## config.mk

```make
export PLATFORM = sky130hd
export DESIGN_NAME = pda_arbiter
export DESIGN_NICKNAME = d
export VERILOG_FILES = /design/src/pda_pkg.sv /design/src/pda_arbiter.sv /design/src/pda_delay.sv /design/src/pda_limits.sv
export VERILOG_INCLUDE_DIRS = /design/src
export SDC_FILE = /design/constraint.sdc
export NUM_CORES = 1
export LEC_CHECK = 0
export BUFFER_PORTS_ARGS = -buffer_cell sky130_fd_sc_hd__buf_4
export CORE_ASPECT_RATIO = 0.5
export CORE_MARGIN = 5
export CORE_UTILIZATION = 30
export DETAILED_ROUTE_END_ITERATION = 12
export REMOVE_ABC_BUFFERS = 1
export SETUP_SLACK_MARGIN = 0.3
export SYNTH_ARGS = -nofsm -noshare
export SYNTH_HDL_FRONTEND = slang
export SYNTH_SLANG_ARGS = --single-unit
```

## constraint.sdc

```tcl
create_clock -name sys_clk -period 6.9 [get_ports sys_clk]
set_input_delay 1.38 -clock sys_clk [delete_from_list [all_inputs] [get_ports sys_clk]]
set_output_delay 1.38 -clock sys_clk [all_outputs]
set_load 0.05 [all_outputs]
```

## src/pda_consts.svh

```systemverilog
`ifndef PDA_CONSTS_SVH
`define PDA_CONSTS_SVH

// Delay counter width, wide enough for the longest normal delay
`define PDA_CNT_W 26
// Delay times in microseconds (plain defaults)
`define PDA_OVC_DLY_US 1000000
`define PDA_OVC_REL_US 16000
`define PDA_OVD_DLY_US 100000
`define PDA_OVD_REL_US 1000
`define PDA_OCUR_DLY_US 10000
`define PDA_OCUR_REL_US 1000
`define PDA_XCHG_DLY_US 8000
`define PDA_XCHG_REL_US 2000
`define PDA_SHORT_DLY_US 300
// Clock rate in MHz
`define PDA_CLK_MHZ 50
// Test-mode shortening shift, keeps test runs short
`define PDA_TEST_SHIFT 12

`endif

```

## src/pda_pkg.sv

```systemverilog
package pda_pkg;
   // Load-sense node pull state
   typedef enum logic [1:0] {
      PDA_PULL_OFF,
      PDA_PULL_VDD,
      PDA_PULL_VSS
   } pda_pull_t;
endpackage

```

## src/pda_arbiter.sv

```systemverilog
// Overview of operation
// - Over-charge holds off over-discharge detection
// - Over-discharge resumes after over-charge if persisting
// - Over-discharge after over-charge: no stand-by, pull-up
// - Over-charge first: load-sense node released
// - Over-charge beats later over-current; parallel otherwise
// - Over-current first: pull node to ground
// - Over-discharge beats later over-current; parallel otherwise
// - Over-discharge after over-current: pull-up, stand-by
// - Over-discharge first: pull-up and stand-by
// - Short-circuit detection is always independent
// - Excessive charger blocked during discharge faults
// - Excessive charger delay starts after discharge high
// - Over-charge delay elapsed drives charge gate low
// - Over-discharge delay elapsed drives discharge gate low
// - Current fault released by node low, delayed
// - Test pin shortens only counter delays
`timescale 1ns/10ps
`default_nettype none
`include "pda_consts.svh"

module pda_arbiter (
   input wire logic sys_clk,
   input wire logic rst,
   input wire logic test_mode, // Test pin, high shortens
   input wire logic ovc_cmp, // Cell at/above over-charge level
   input wire logic ovc_rel_cmp, // Both cells at/below release level
   input wire logic ovd_cmp, // Cell at/below over-discharge level
   input wire logic ocur_cmp, // Node at/above over-current level
   input wire logic short_cmp, // Node at/above short level
   input wire logic xchg_cmp, // Node at/below charger-excess level
   input wire logic wake_cmp, // Node at/below stand-by release
   output logic chg_gate, // Charge gate, high = on
   output logic dis_gate, // Discharge gate, high = on
   output pda_pkg::pda_pull_t pull_state, // Load-sense pull
   output logic standby // Stand-by entered
);
   // Fault state flags
   logic ovc_reg; // Over-charge state
   logic ovd_reg; // Over-discharge state
   logic cur_reg; // Over-current or short state
   logic xchg_reg; // Excessive charger state
   logic ovc_first_reg; // Over-charge preceded over-discharge
   logic cur_first_reg; // Current fault preceded over-charge
   logic chg_gate_reg;
   logic dis_gate_reg;
   logic standby_reg;
   pda_pkg::pda_pull_t pull_reg;

   // Limits
   logic [`PDA_CNT_W-1:0] l_ovc_det, l_ovc_rel, l_ovd_det, l_ovd_rel;
   logic [`PDA_CNT_W-1:0] l_cur_det, l_cur_rel, l_x_det, l_x_rel;
   logic [`PDA_CNT_W-1:0] l_short;

   pda_limits u_limits (
      .test_mode(test_mode),
      .ovc_det(l_ovc_det),
      .ovc_rel(l_ovc_rel),
      .ovd_det(l_ovd_det),
      .ovd_rel(l_ovd_rel),
      .ocur_det(l_cur_det),
      .ocur_rel(l_cur_rel),
      .xchg_det(l_x_det),
      .xchg_rel(l_x_rel),
      .short_det(l_short)
   );

   // Qualifying conditions for each delay counter
   localparam int NDLY = 9;
   logic [NDLY-1:0] cond;
   logic [NDLY-1:0] done;
   logic [`PDA_CNT_W-1:0] lim [NDLY];

   // Over-discharge held off during over-charge detection
   wire ovd_allow = !(ovc_cmp && !ovc_reg);
   // Over-current interrupted once a voltage fault is entered
   wire cur_allow = !ovc_reg && !ovd_reg;
   // Excessive charger blocked while discharge gate low
   wire x_allow = dis_gate_reg && !ovd_reg && !cur_reg;

   assign cond[0] = ovc_cmp && !ovc_reg;
   assign cond[1] = ovc_reg && ovc_rel_cmp;
   assign cond[2] = ovd_cmp && !ovd_reg && ovd_allow;
   assign cond[3] = ovd_reg && !ovd_cmp && !standby_reg;
   assign cond[4] = ocur_cmp && !cur_reg && cur_allow;
   assign cond[5] = cur_reg && !ocur_cmp;
   assign cond[6] = xchg_cmp && !xchg_reg && x_allow;
   assign cond[7] = xchg_reg && !xchg_cmp;
   // Short path ignores all other states
   assign cond[8] = short_cmp && !cur_reg;

   assign lim[0] = l_ovc_det;
   assign lim[1] = l_ovc_rel;
   assign lim[2] = l_ovd_det;
   assign lim[3] = l_ovd_rel;
   assign lim[4] = l_cur_det;
   assign lim[5] = l_cur_rel;
   assign lim[6] = l_x_det;
   assign lim[7] = l_x_rel;
   assign lim[8] = l_short;

   // One delay counter per detection and release
   genvar gi;
   generate
      for (gi = 0; gi < NDLY; gi++) begin : g_dly
         pda_delay u_dly (
            .sys_clk(sys_clk),
            .rst(rst),
            .cond(cond[gi]),
            .limit(lim[gi]),
            .done(done[gi])
         );
      end
   endgenerate

   // Event decode
   wire ovc_set = done[0];
   wire ovc_clr = done[1];
   wire ovd_set = done[2];
   wire ovd_clr = done[3];
   wire cur_set = done[4] || done[8];
   wire cur_clr = done[5];
   wire x_set = done[6];
   wire x_clr = done[7];

   // Over-discharge entry goes to stand-by unless over-charge led
   wire ovd_sb = !ovc_reg && !ovc_first_reg;

   // Next-state logic
   logic ovc_next, ovd_next, cur_next, xchg_next;
   logic ovc_first_next, cur_first_next, standby_next;
   pda_pkg::pda_pull_t pull_next;

   always_comb begin
      ovc_next = ovc_reg;
      ovd_next = ovd_reg;
      cur_next = cur_reg;
      xchg_next = xchg_reg;
      ovc_first_next = ovc_first_reg;
      cur_first_next = cur_first_reg;
      standby_next = standby_reg;
      // Over-charge
      if (ovc_set) begin
         ovc_next = 1'b1;
         cur_first_next = cur_reg;
      end else if (ovc_clr) begin
         ovc_next = 1'b0;
         cur_first_next = 1'b0;
      end
      // Over-discharge
      if (ovd_set) begin
         ovd_next = 1'b1;
         ovc_first_next = ovc_reg;
         standby_next = ovd_sb;
      end else if (ovd_clr) begin
         ovd_next = 1'b0;
         ovc_first_next = 1'b0;
      end
      // Charger wakes from stand-by
      if (standby_reg && wake_cmp) begin
         standby_next = 1'b0;
      end
      // Current faults, including short
      if (cur_set) begin
         cur_next = 1'b1;
      end else if (cur_clr) begin
         cur_next = 1'b0;
      end
      // Excessive charger
      if (x_set) begin
         xchg_next = 1'b1;
      end else if (x_clr || !x_allow) begin
         xchg_next = 1'b0;
      end
   end

   // Pull selection by priority of entry order
   always_comb begin
      if (ovd_next) begin
         pull_next = pda_pkg::PDA_PULL_VDD;
      end else if (ovc_next && !cur_first_next) begin
         pull_next = pda_pkg::PDA_PULL_OFF;
      end else if (cur_next) begin
         pull_next = pda_pkg::PDA_PULL_VSS;
      end else begin
         pull_next = pda_pkg::PDA_PULL_OFF;
      end
   end

   // State registers
   always_ff @(posedge sys_clk) begin
      if (rst) begin
         ovc_reg <= 1'b0;
         ovd_reg <= 1'b0;
         cur_reg <= 1'b0;
         xchg_reg <= 1'b0;
         ovc_first_reg <= 1'b0;
         cur_first_reg <= 1'b0;
         standby_reg <= 1'b0;
         pull_reg <= pda_pkg::PDA_PULL_OFF;
         chg_gate_reg <= 1'b1;
         dis_gate_reg <= 1'b1;
      end else begin
         ovc_reg <= ovc_next;
         ovd_reg <= ovd_next;
         cur_reg <= cur_next;
         xchg_reg <= xchg_next;
         ovc_first_reg <= ovc_first_next;
         cur_first_reg <= cur_first_next;
         standby_reg <= standby_next;
         pull_reg <= pull_next;
         chg_gate_reg <= !(ovc_next || xchg_next);
         dis_gate_reg <= !(ovd_next || cur_next);
      end
   end

   assign chg_gate = chg_gate_reg;
   assign dis_gate = dis_gate_reg;
   assign pull_state = pull_reg;
   assign standby = standby_reg;

   // Checks
   a_ovc_gate_low: assert property (@(posedge sys_clk) disable iff (rst)
      done[0] |=> !chg_gate) else $error("charge gate not low");
   a_ovd_gate_low: assert property (@(posedge sys_clk) disable iff (rst)
      done[2] |=> !dis_gate) else $error("discharge gate not low");
   a_ovd_held_off: assert property (@(posedge sys_clk) disable iff (rst)
      (ovc_cmp && !ovc_reg) |-> !cond[2]) else $error("ovd not held");
   a_ovc_first_nosb: assert property (@(posedge sys_clk) disable iff (rst)
      (done[2] && ovc_reg) |=> !standby && pull_state == pda_pkg::PDA_PULL_VDD)
      else $error("standby after ovc");
   a_ovd_first_sb: assert property (@(posedge sys_clk) disable iff (rst)
      (done[2] && !ovc_reg && !ovc_first_reg && !wake_cmp) |=> standby)
      else $error("no standby");
   a_cur_pull_vss: assert property (@(posedge sys_clk) disable iff (rst)
      (cur_reg && !ovc_reg && !ovd_reg) |-> pull_state ==
      pda_pkg::PDA_PULL_VSS) else $error("pull not vss");
   a_cur_blocked: assert property (@(posedge sys_clk) disable iff (rst)
      (ovc_reg || ovd_reg) |-> !cond[4]) else $error("ocur not off");
   a_xchg_blocked: assert property (@(posedge sys_clk) disable iff (rst)
      !dis_gate |-> !cond[6]) else $error("xchg not blocked");
   a_cur_release: assert property (@(posedge sys_clk) disable iff (rst)
      done[5] |=> !cur_reg) else $error("no release");

   // Over-charge entered first leaves the node released
   a_ovc_first_off: assert property (@(posedge sys_clk) disable iff (rst)
      (ovc_reg && !cur_first_reg && !ovd_reg) |->
      pull_state == pda_pkg::PDA_PULL_OFF) else $error("node not off");
   // Over-discharge after a current fault goes to stand-by
   a_cur_then_sb: assert property (@(posedge sys_clk) disable iff (rst)
      (done[2] && cur_reg && !ovc_reg) |=> standby &&
      pull_state == pda_pkg::PDA_PULL_VDD) else $error("no sb");
   // Short detection always enters the current fault
   a_short_indep: assert property (@(posedge sys_clk) disable iff (rst)
      done[8] |=> cur_reg && !dis_gate) else $error("short lost");
   // Excessive charger state dropped during discharge faults
   a_xchg_supp: assert property (@(posedge sys_clk) disable iff (rst)
      (ovd_reg || cur_reg) |=> !xchg_reg) else $error("xchg kept");
   // Held-off over-discharge count resumes once over-charge entered
   a_ovd_resume: assert property (@(posedge sys_clk) disable iff (rst)
      (ovc_reg && ovd_cmp && !ovd_reg) |-> cond[2])
      else $error("ovd not resumed");
   // Over-charge count keeps running under a current fault
   a_ovc_parallel: assert property (@(posedge sys_clk) disable iff (rst)
      (cur_reg && ovc_cmp && !ovc_reg) |-> cond[0])
      else $error("ovc stopped");
   // Over-discharge count keeps running under a current fault
   a_ovd_parallel: assert property (@(posedge sys_clk) disable iff (rst)
      (cur_reg && ovd_cmp && !ovd_reg && !ovc_cmp) |-> cond[2])
      else $error("ovd stopped");
   // Test pin shortens counter delays, never the short delay
   a_test_scaled: assert property (@(posedge sys_clk) disable iff (rst)
      test_mode |-> l_ovc_det == `PDA_CNT_W'(
      (`PDA_OVC_DLY_US * `PDA_CLK_MHZ) >> `PDA_TEST_SHIFT))
      else $error("ovc delay not short");
   a_short_fixed: assert property (@(posedge sys_clk) disable iff (rst)
      l_short == `PDA_CNT_W'(`PDA_SHORT_DLY_US * `PDA_CLK_MHZ))
      else $error("short delay changed");
   // Interrupted condition restarts the over-discharge count
   a_ovd_restart: assert property (@(posedge sys_clk) disable iff (rst)
      !cond[2] |=> !done[2]) else $error("count kept");

   c_ovc_entry: cover property (@(posedge sys_clk) disable iff (rst)
      $fell(chg_gate));
   c_ovd_standby: cover property (@(posedge sys_clk) disable iff (rst)
      $rose(standby));
   c_cur_then_ovd: cover property (@(posedge sys_clk) disable iff (rst)
      cur_reg ##1 (cur_reg && ovd_reg));
   c_short_fault: cover property (@(posedge sys_clk) disable iff (rst)
      done[8]);
   // Over-discharge entered while over-charge state stands
   c_ovc_then_ovd: cover property (@(posedge sys_clk) disable iff (rst)
      done[2] && ovc_reg);
endmodule

`default_nettype wire

```

## src/pda_delay.sv

```systemverilog
`timescale 1ns/10ps
`default_nettype none
`include "pda_consts.svh"

// Qualified delay counter: done after cond held for limit cycles
module pda_delay (
   input wire logic sys_clk,
   input wire logic rst,
   input wire logic cond,
   input wire logic [`PDA_CNT_W-1:0] limit,
   output logic done
);
   logic [`PDA_CNT_W-1:0] cnt_reg; // Elapsed cycles
   wire at_limit = (cnt_reg >= limit);

   // Count while cond holds, restart when it drops
   always_ff @(posedge sys_clk) begin
      if (rst || !cond) begin
         cnt_reg <= '0;
      end else if (!at_limit) begin
         cnt_reg <= cnt_reg + 1'b1;
      end
   end

   assign done = cond && at_limit;
endmodule

`default_nettype wire

```

## src/pda_limits.sv

```systemverilog
`timescale 1ns/10ps
`default_nettype none
`include "pda_consts.svh"

// Delay limits in cycles, all but the short delay shortened in test mode
module pda_limits (
   input wire logic test_mode,
   output logic [`PDA_CNT_W-1:0] ovc_det,
   output logic [`PDA_CNT_W-1:0] ovc_rel,
   output logic [`PDA_CNT_W-1:0] ovd_det,
   output logic [`PDA_CNT_W-1:0] ovd_rel,
   output logic [`PDA_CNT_W-1:0] ocur_det,
   output logic [`PDA_CNT_W-1:0] ocur_rel,
   output logic [`PDA_CNT_W-1:0] xchg_det,
   output logic [`PDA_CNT_W-1:0] xchg_rel,
   output logic [`PDA_CNT_W-1:0] short_det
);
   // Counter-timed delay scaling
   function automatic logic [`PDA_CNT_W-1:0] scale(input integer us,
                                                  input logic tm);
      logic [`PDA_CNT_W-1:0] c;
      c = `PDA_CNT_W'(us * `PDA_CLK_MHZ);
      if (tm) begin
         c = c >> `PDA_TEST_SHIFT;
      end
      if (c == '0) begin
         c = `PDA_CNT_W'(1);
      end
      return c;
   endfunction

   assign ovc_det = scale(`PDA_OVC_DLY_US, test_mode);
   assign ovc_rel = scale(`PDA_OVC_REL_US, test_mode);
   assign ovd_det = scale(`PDA_OVD_DLY_US, test_mode);
   assign ovd_rel = scale(`PDA_OVD_REL_US, test_mode);
   assign ocur_det = scale(`PDA_OCUR_DLY_US, test_mode);
   assign ocur_rel = scale(`PDA_OCUR_REL_US, test_mode);
   assign xchg_det = scale(`PDA_XCHG_DLY_US, test_mode);
   assign xchg_rel = scale(`PDA_XCHG_REL_US, test_mode);
   // Short delay is counter-timed too, but never shortened
   assign short_det = scale(`PDA_SHORT_DLY_US, 1'b0);
endmodule

`default_nettype wire

```

Word-level counts from Yosys, hierarchy flattened:

Cells that the tools add are included.

* bits of input ports: 10
* register bits: 245
* output and inout bits: 5

* muxes and demuxes: 29
* add/sub/neg operators: 9
* reductions and logical operators: 73
* order comparisons: 9

Operator list (count)
* adder 26 x 1 -> 26 bit (second input constant): 9
* zero test 26 bit: 7
* two-way mux 19 bit: 4
* greater-or-equal comparator 26 x 16 -> 1 bit: 2
* greater-or-equal comparator 26 x 19 -> 1 bit: 2
* two-way mux 26 bit: 2
* two-way mux 23 bit: 2
* two-way mux 20 bit: 2
* two-way mux 17 bit: 2
* two-way mux 16 bit: 2
* logical AND 1 bit: 28
* greater-or-equal comparator 26 x 14 -> 1 bit (second input constant): 1
* greater-or-equal comparator 26 x 17 -> 1 bit: 1
* greater-or-equal comparator 26 x 20 -> 1 bit: 1
* greater-or-equal comparator 26 x 23 -> 1 bit: 1
* greater-or-equal comparator 26 bit: 1
* zero test 1 bit: 22
* two-way mux 1 bit: 14
* logical OR 1 bit: 13
* OR reduction 3 bit: 1
* two-way mux 2 bit: 1
* nonzero test 2 bit: 1
* OR reduction 2 bit: 1

Logic depth before layout (Yosys ltp):

* word-level depth: 11
* mapped depth: 11
* gate-level depth less buffers: 9

Cells and area by module:

A second synthesis with hierarchy kept.

* cell total of the unflattened synthesis: 2580
* area total of the unflattened synthesis: 20646.1 µm²

Modules (own cells, without submodules)
* pda_delay: instances 9, area each 2049.5 µm², seq. area each 520.5 µm², cells an instance 255
* pda_limits: instances 1, area each 1760.4 µm², seq. area each 0.0 µm², cells an instance 236
* pda_arbiter: instances 1, area each 440.4 µm², seq. area each 200.2 µm², cells an instance 49

Worst setup path before layout:

No wires, ideal clock.

* path type: input -> register
* from: in test_mode
* to: reg g_dly[0].u_dly.cnt_reg[11]
* library setup time: 0.070 ns
* data arrival time: 3.864 ns
* stages: 9
* setup slack: 2.966 ns
* cell sequence: inv_1 > ha_1 > a211o_1 > a21oi_1 > a21oi_1 > o21bai_2 > nand4_1 > or4b_2 > a21oi_1

* longest elaborated chain between the ends: 4

Ends and longest elaborated chain
* start: declaration: RTL line pda_arbiter.sv:25 `input wire logic test_mode,`
* two-way mux 26 bit *: RTL line pda_limits.sv:23 `if (tm) begin`
* zero test 26 bit: RTL line pda_limits.sv:26 `if (c == '0) begin`
* two-way mux 26 bit *: RTL line pda_limits.sv:26
* greater-or-equal comparator 26 bit *: RTL line pda_delay.sv:14 `wire at_limit = (cnt_reg >= limit);`
* end signal: assignment: RTL line pda_delay.sv:21 `cnt_reg <= cnt_reg + 1'b1;`
* end: declaration: RTL line pda_delay.sv:13 `` logic [`PDA_CNT_W-1:0] cnt_reg; ``

Every way passes the cells marked *; elsewhere a longest branch is shown, timed or not.
A chain may end at the register's enable or synchronous reset.

Final worst setup path:

* from: in test_mode
* to: reg g_dly[4].u_dly.cnt_reg[18]

* longest elaborated chain between the ends: 4

Ends and longest elaborated chain (RTL line)
* two-way mux 19 bit *: pda_limits.sv:23
* zero test 26 bit: pda_limits.sv:26
* two-way mux 19 bit *: pda_limits.sv:26
* greater-or-equal comparator 26 x 19 -> 1 bit *: pda_delay.sv:14
* end signal: assignment: pda_delay.sv:21
* end: declaration: pda_delay.sv:13

Marked as above.

==> impl_metrics.sql <==
INSERT INTO impl_metrics (metric_group, metric, value, unit) VALUES
('status', 'status', 'completed', ''),
('die', 'core_area', '40500', 'um2'),
('timing', 'tns', '0', 'ns'),
('finish', 'finish.utilization', '34.3', '%'),
('logic_synthesis', 'synth_enable_flop_cells', '0', ''),
('routing', 'initialDrtViolationCount', '432', ''),
('logic_synthesis', 'flops_latches_synth', '244', ''),
('timing', 'max_slew.worst_pin.slew', '0.832', 'ns'),
('clock_network', 'clock_sinks', '244', ''),
('clock_network', 'post_cts_resize_count', '0', ''),
('logic_synthesis', 'synth.lib_cells_used.distinct', '75', ''),
('power_and_ir_drop', 'power.density', '211', 'nW/um2'),
('critical_path', 'worstSetupEndpointType', 'flip-flop', ''),
('timing', 'grt_setup_unrepaired', 'no', ''),
('logic_synthesis', 'netlist_area', '12300', 'um2'),
('logic_synthesis', 'netlist.top_cell.by_area', 'sky130_fd_sc_hd__dfxtp_1', ''),
('routing', 'viasPerCell', '5.00', ''),
('routing', 'detail_route.first_pass.iterations', '5', ''),
('grt', 'number_of_antenna_violations_at_the_first_check_in_global_routing', '0', ''),
('grt', 'wire_length_of_the_first_global_routing_pass', '44400', 'um'),
('routing', 'wire_per_inst', '13.0', 'um'),
('routing', 'remaining_drc_errors', '0', ''),
('die', 'num_rows', '52', ''),
('die', 'die_area', '45500', 'um2'),
('place', 'post-dp-hpwl', '17300', 'um'),
('clock_network', 'hold_buffers', '0', ''),
('die', 'fp.dieW', '297', 'um'),
('routing', 'vias_after_detailed_routing', '9869', ''),
('logic_synthesis', 'synth.yosys.seq_area_share', '39.6', '%'),
('clock_network', 'cts_htree_levels', '1', ''),
('logic_synthesis', 'synth_area_leaders', 'sky130_fd_sc_hd__dfxtp_1 (40%), sky130_fd_sc_hd__ha_1 (9.7%), sky130_fd_sc_hd__nor2_1 (3.8%)', ''),
('place', 'place.gp.congestion', '0.781', ''),
('finish', 'layout-drive-gt1-share', '5.94', '%'),
('logic_synthesis', 'synth-async-reset-ratio', '0', '%'),
('finish', 'antenna_cells_inserted', '0', ''),
('power_and_ir_drop', 'leakagePower', '5.08', 'nW'),
('timing', 'slew_viol_final', '0', ''),
('clock_network', 'numCtsBuffers', '26', ''),
('clock_network', 'clkTransAtPathRegs', '0.06', 'ns'),
('place', 'placement.io_buffers', '14', ''),
('timing', 'final-setup-viol-count', '0', ''),
('power_and_ir_drop', 'ir_drop', '149', 'uV'),
('logic_synthesis', 'synth-main-ff-cell', 'sky130_fd_sc_hd__dfxtp_1', ''),
('critical_path', 'worst-endpoint-required', '7.36', 'ns'),
('routing', 'post_detailed_routing_wire_length', '25700', 'um'),
('finish', 'synthesis_to_finish_area_growth', '12.6', '%'),
('grt', 'number_of_global_route_vias_before_repair', '9262', ''),
('grt', 'grt.overflow.total', '0', ''),
('routing', 'detail-route-antenna-nets', '0', ''),
('finish', 'num-fill-cells', '4215', ''),
('grt', 'grt_overall_usage', '11.2', '%'),
('flow_run', 'cap_violations', '0', ''),
('finish', 'largest_reg_flops', '234', ''),
('logic_synthesis', 'synth_top_cell_area_share', '39.6', '%'),
('clock_network', 'clockRootBuffer', 'sky130_fd_sc_hd__clkbuf_16', ''),
('timing', 'slew_headroom', '44.6', '%'),
('min_path', 'min_path_type', 'reg2reg', ''),
('die', 'initial_util', '30.4', '%'),
('critical_path', 'crit_path_start_kind', 'input port', ''),
('critical_path', 'crit_path_max_fanout', '35', ''),
('logic_synthesis', 'yosys_warnings', '0', ''),
('timing', 'final.period_utilization', '60.5', '%'),
('logic_synthesis', 'syn_area_per_cell', '8.75', 'um2'),
('die', 'dieHeight', '153', 'um'),
('timing', 'timing_hold_violations_final', '0', ''),
('clock_network', 'clkLatencyLatePin', '0.55', 'ns'),
('logic_synthesis', 'synthCells', '1408', ''),
('timing', 'fmax', '240', 'MHz'),
('clock_network', 'tritoncts', 'done', ''),
('clock_network', 'cts_setup_buffers', '0', ''),
('clock_network', 'max-clock-path-buffers', '3', ''),
('die', 'io-pin-count', '15', ''),
('timing', 'period_needed', '4.17', 'ns'),
('grt', 'grt_start_max_net_pins', '36', ''),
('critical_path', 'crit_type', 'in2reg', ''),
('timing', 'layout_skew', '0.0124', 'ns'),
('finish', 'num-nets-final', '1519', ''),
('critical_path', 'worst_ep_arrival', '4.64', 'ns');
final timing paths:
kind	cells past startpoint	endpoint	slack [ns]	start
worst max-delay path	10	g_dly[4].u_dly.cnt_reg[18]$_SDFFE_PP0P_	2.73	test_mode
worst min-delay path	1	g_dly[3].u_dly.cnt_reg[22]$_SDFFE_PP0P_	0.46	g_dly[3].u_dly.cnt_reg[22]$_SDFFE_PP0P_
worst max register to register	9	g_dly[7].u_dly.cnt_reg[15]$_SDFFE_PP0P_	3.94	g_dly[7].u_dly.cnt_reg[7]$_SDFFE_PP0P_
worst min register to register	1	g_dly[3].u_dly.cnt_reg[22]$_SDFFE_PP0P_	0.46	g_dly[3].u_dly.cnt_reg[22]$_SDFFE_PP0P_
layer usage:
layer	track usage, %	wire length (um)
met1	15.7	13200
met3	1.93	791
met2	17.6	11000
met5	0	0
met4	3.35	714
power by group:
| part | switching [W] | internal (W) |
|---|---|---|
| Combinational | 0.0000509 | 0.0000258 |
| Clock | 0.000578 | 0.000857 |
| Sequential | 0.00000277 | 0.00141 |
| Total | 0.000631 | 0.00229 |
kinds of logic (layout without fill, tap and decap cells):
family / count (synthesis) / after routing / synth area share (%)
AND/OR/NAND/NOR: 637 / 637 / 28.3
AO/OA/AOI/OAI: 253 / 253 / 13.1
flip-flops: 244 / 244 / 39.6
adder cells (fa/ha/maj): 96 / 96 / 9.75
buffers and inverters: 90 / 114 / 2.79
XOR/XNOR: 75 / 75 / 5.33
multiplexers: 13 / 13 / 1.06
cell type report:
class / count / area, um2 / share of cell area, %
Clock buffer: 41 / 827 / 5.96
Clock inverter: 6 / 68.8 / 0.496
Inverter: 48 / 180 / 1.30
Multi-Input combinational cell: 1074 / 7090 / 51.1
Sequential cell: 244 / 4880 / 35.2
Tap cell: 540 / 676 / 4.87
Timing Repair Buffer: 19 / 143 / 1.03
through the flow:
step,area (um2),power [W],worst slack [ns],hold WS [ns],std cells
final,13900,0.00292,2.73,0.455,1972
after global routing,13900,0.00305,2.43,0.471,1972
after CTS,13900,0.00297,2.75,0.456,1972
after detailed placement,13000,0.00152,2.15,0.441,1925
after global placement,13000,0.00152,2.23,0.435,1925
after floorplan,12200,0.00149,2.36,0.421,1366
cells in the final DEF, fill, tap and decap left out, types with 19 or more instances in the layout:
cell / Yosys / routed
sky130_fd_sc_hd__and2_1: 37 / 37
sky130_fd_sc_hd__nor3_1: 30 / 30
sky130_fd_sc_hd__ha_1: 96 / 96
sky130_fd_sc_hd__nor4_1: 35 / 35
sky130_fd_sc_hd__a21oi_1: 82 / 82
sky130_fd_sc_hd__xor2_1: 42 / 42
sky130_fd_sc_hd__or4_1: 27 / 27
sky130_fd_sc_hd__and3_1: 57 / 57
sky130_fd_sc_hd__clkbuf_16: 0 / 26
sky130_fd_sc_hd__buf_4: 1 / 19
sky130_fd_sc_hd__inv_1: 47 / 47
sky130_fd_sc_hd__nand4_1: 49 / 49
sky130_fd_sc_hd__or3_1: 55 / 55
sky130_fd_sc_hd__nand2_1: 90 / 90
sky130_fd_sc_hd__o21ai_0: 68 / 68
sky130_fd_sc_hd__nor2_1: 125 / 125
sky130_fd_sc_hd__dfxtp_1: 244 / 244
sky130_fd_sc_hd__nand3_1: 65 / 65
sky130_fd_sc_hd__xnor2_1: 33 / 33
worst max-delay path: stages:
cell and delay, ns:
sky130_fd_sc_hd__buf_4 0.31, sky130_fd_sc_hd__buf_4 0.49, sky130_fd_sc_hd__ha_1 0.31, sky130_fd_sc_hd__nor2b_1 0.12
sky130_fd_sc_hd__o21ai_0 0.15, sky130_fd_sc_hd__a21oi_1 0.09, sky130_fd_sc_hd__o21ai_1 0.45, sky130_fd_sc_hd__nand2_1 0.54
sky130_fd_sc_hd__or4_1 0.64, sky130_fd_sc_hd__a21oi_1 0.14
cells in the mapped netlist, drive strengths merged, types with 18 or more instances:
library cell / count
a21oi: 85
and2: 38
and3: 57
clkbuf: 35
dfxtp: 244
ha: 96
inv: 47
nand2: 92
nand3: 65
nand4: 51
nor2: 125
nor3: 30
nor4: 35
o21a: 18
o21ai: 69
or3: 55
or4: 27
xnor2: 33
xor2: 42
Power figures use the tool's default switching activity.
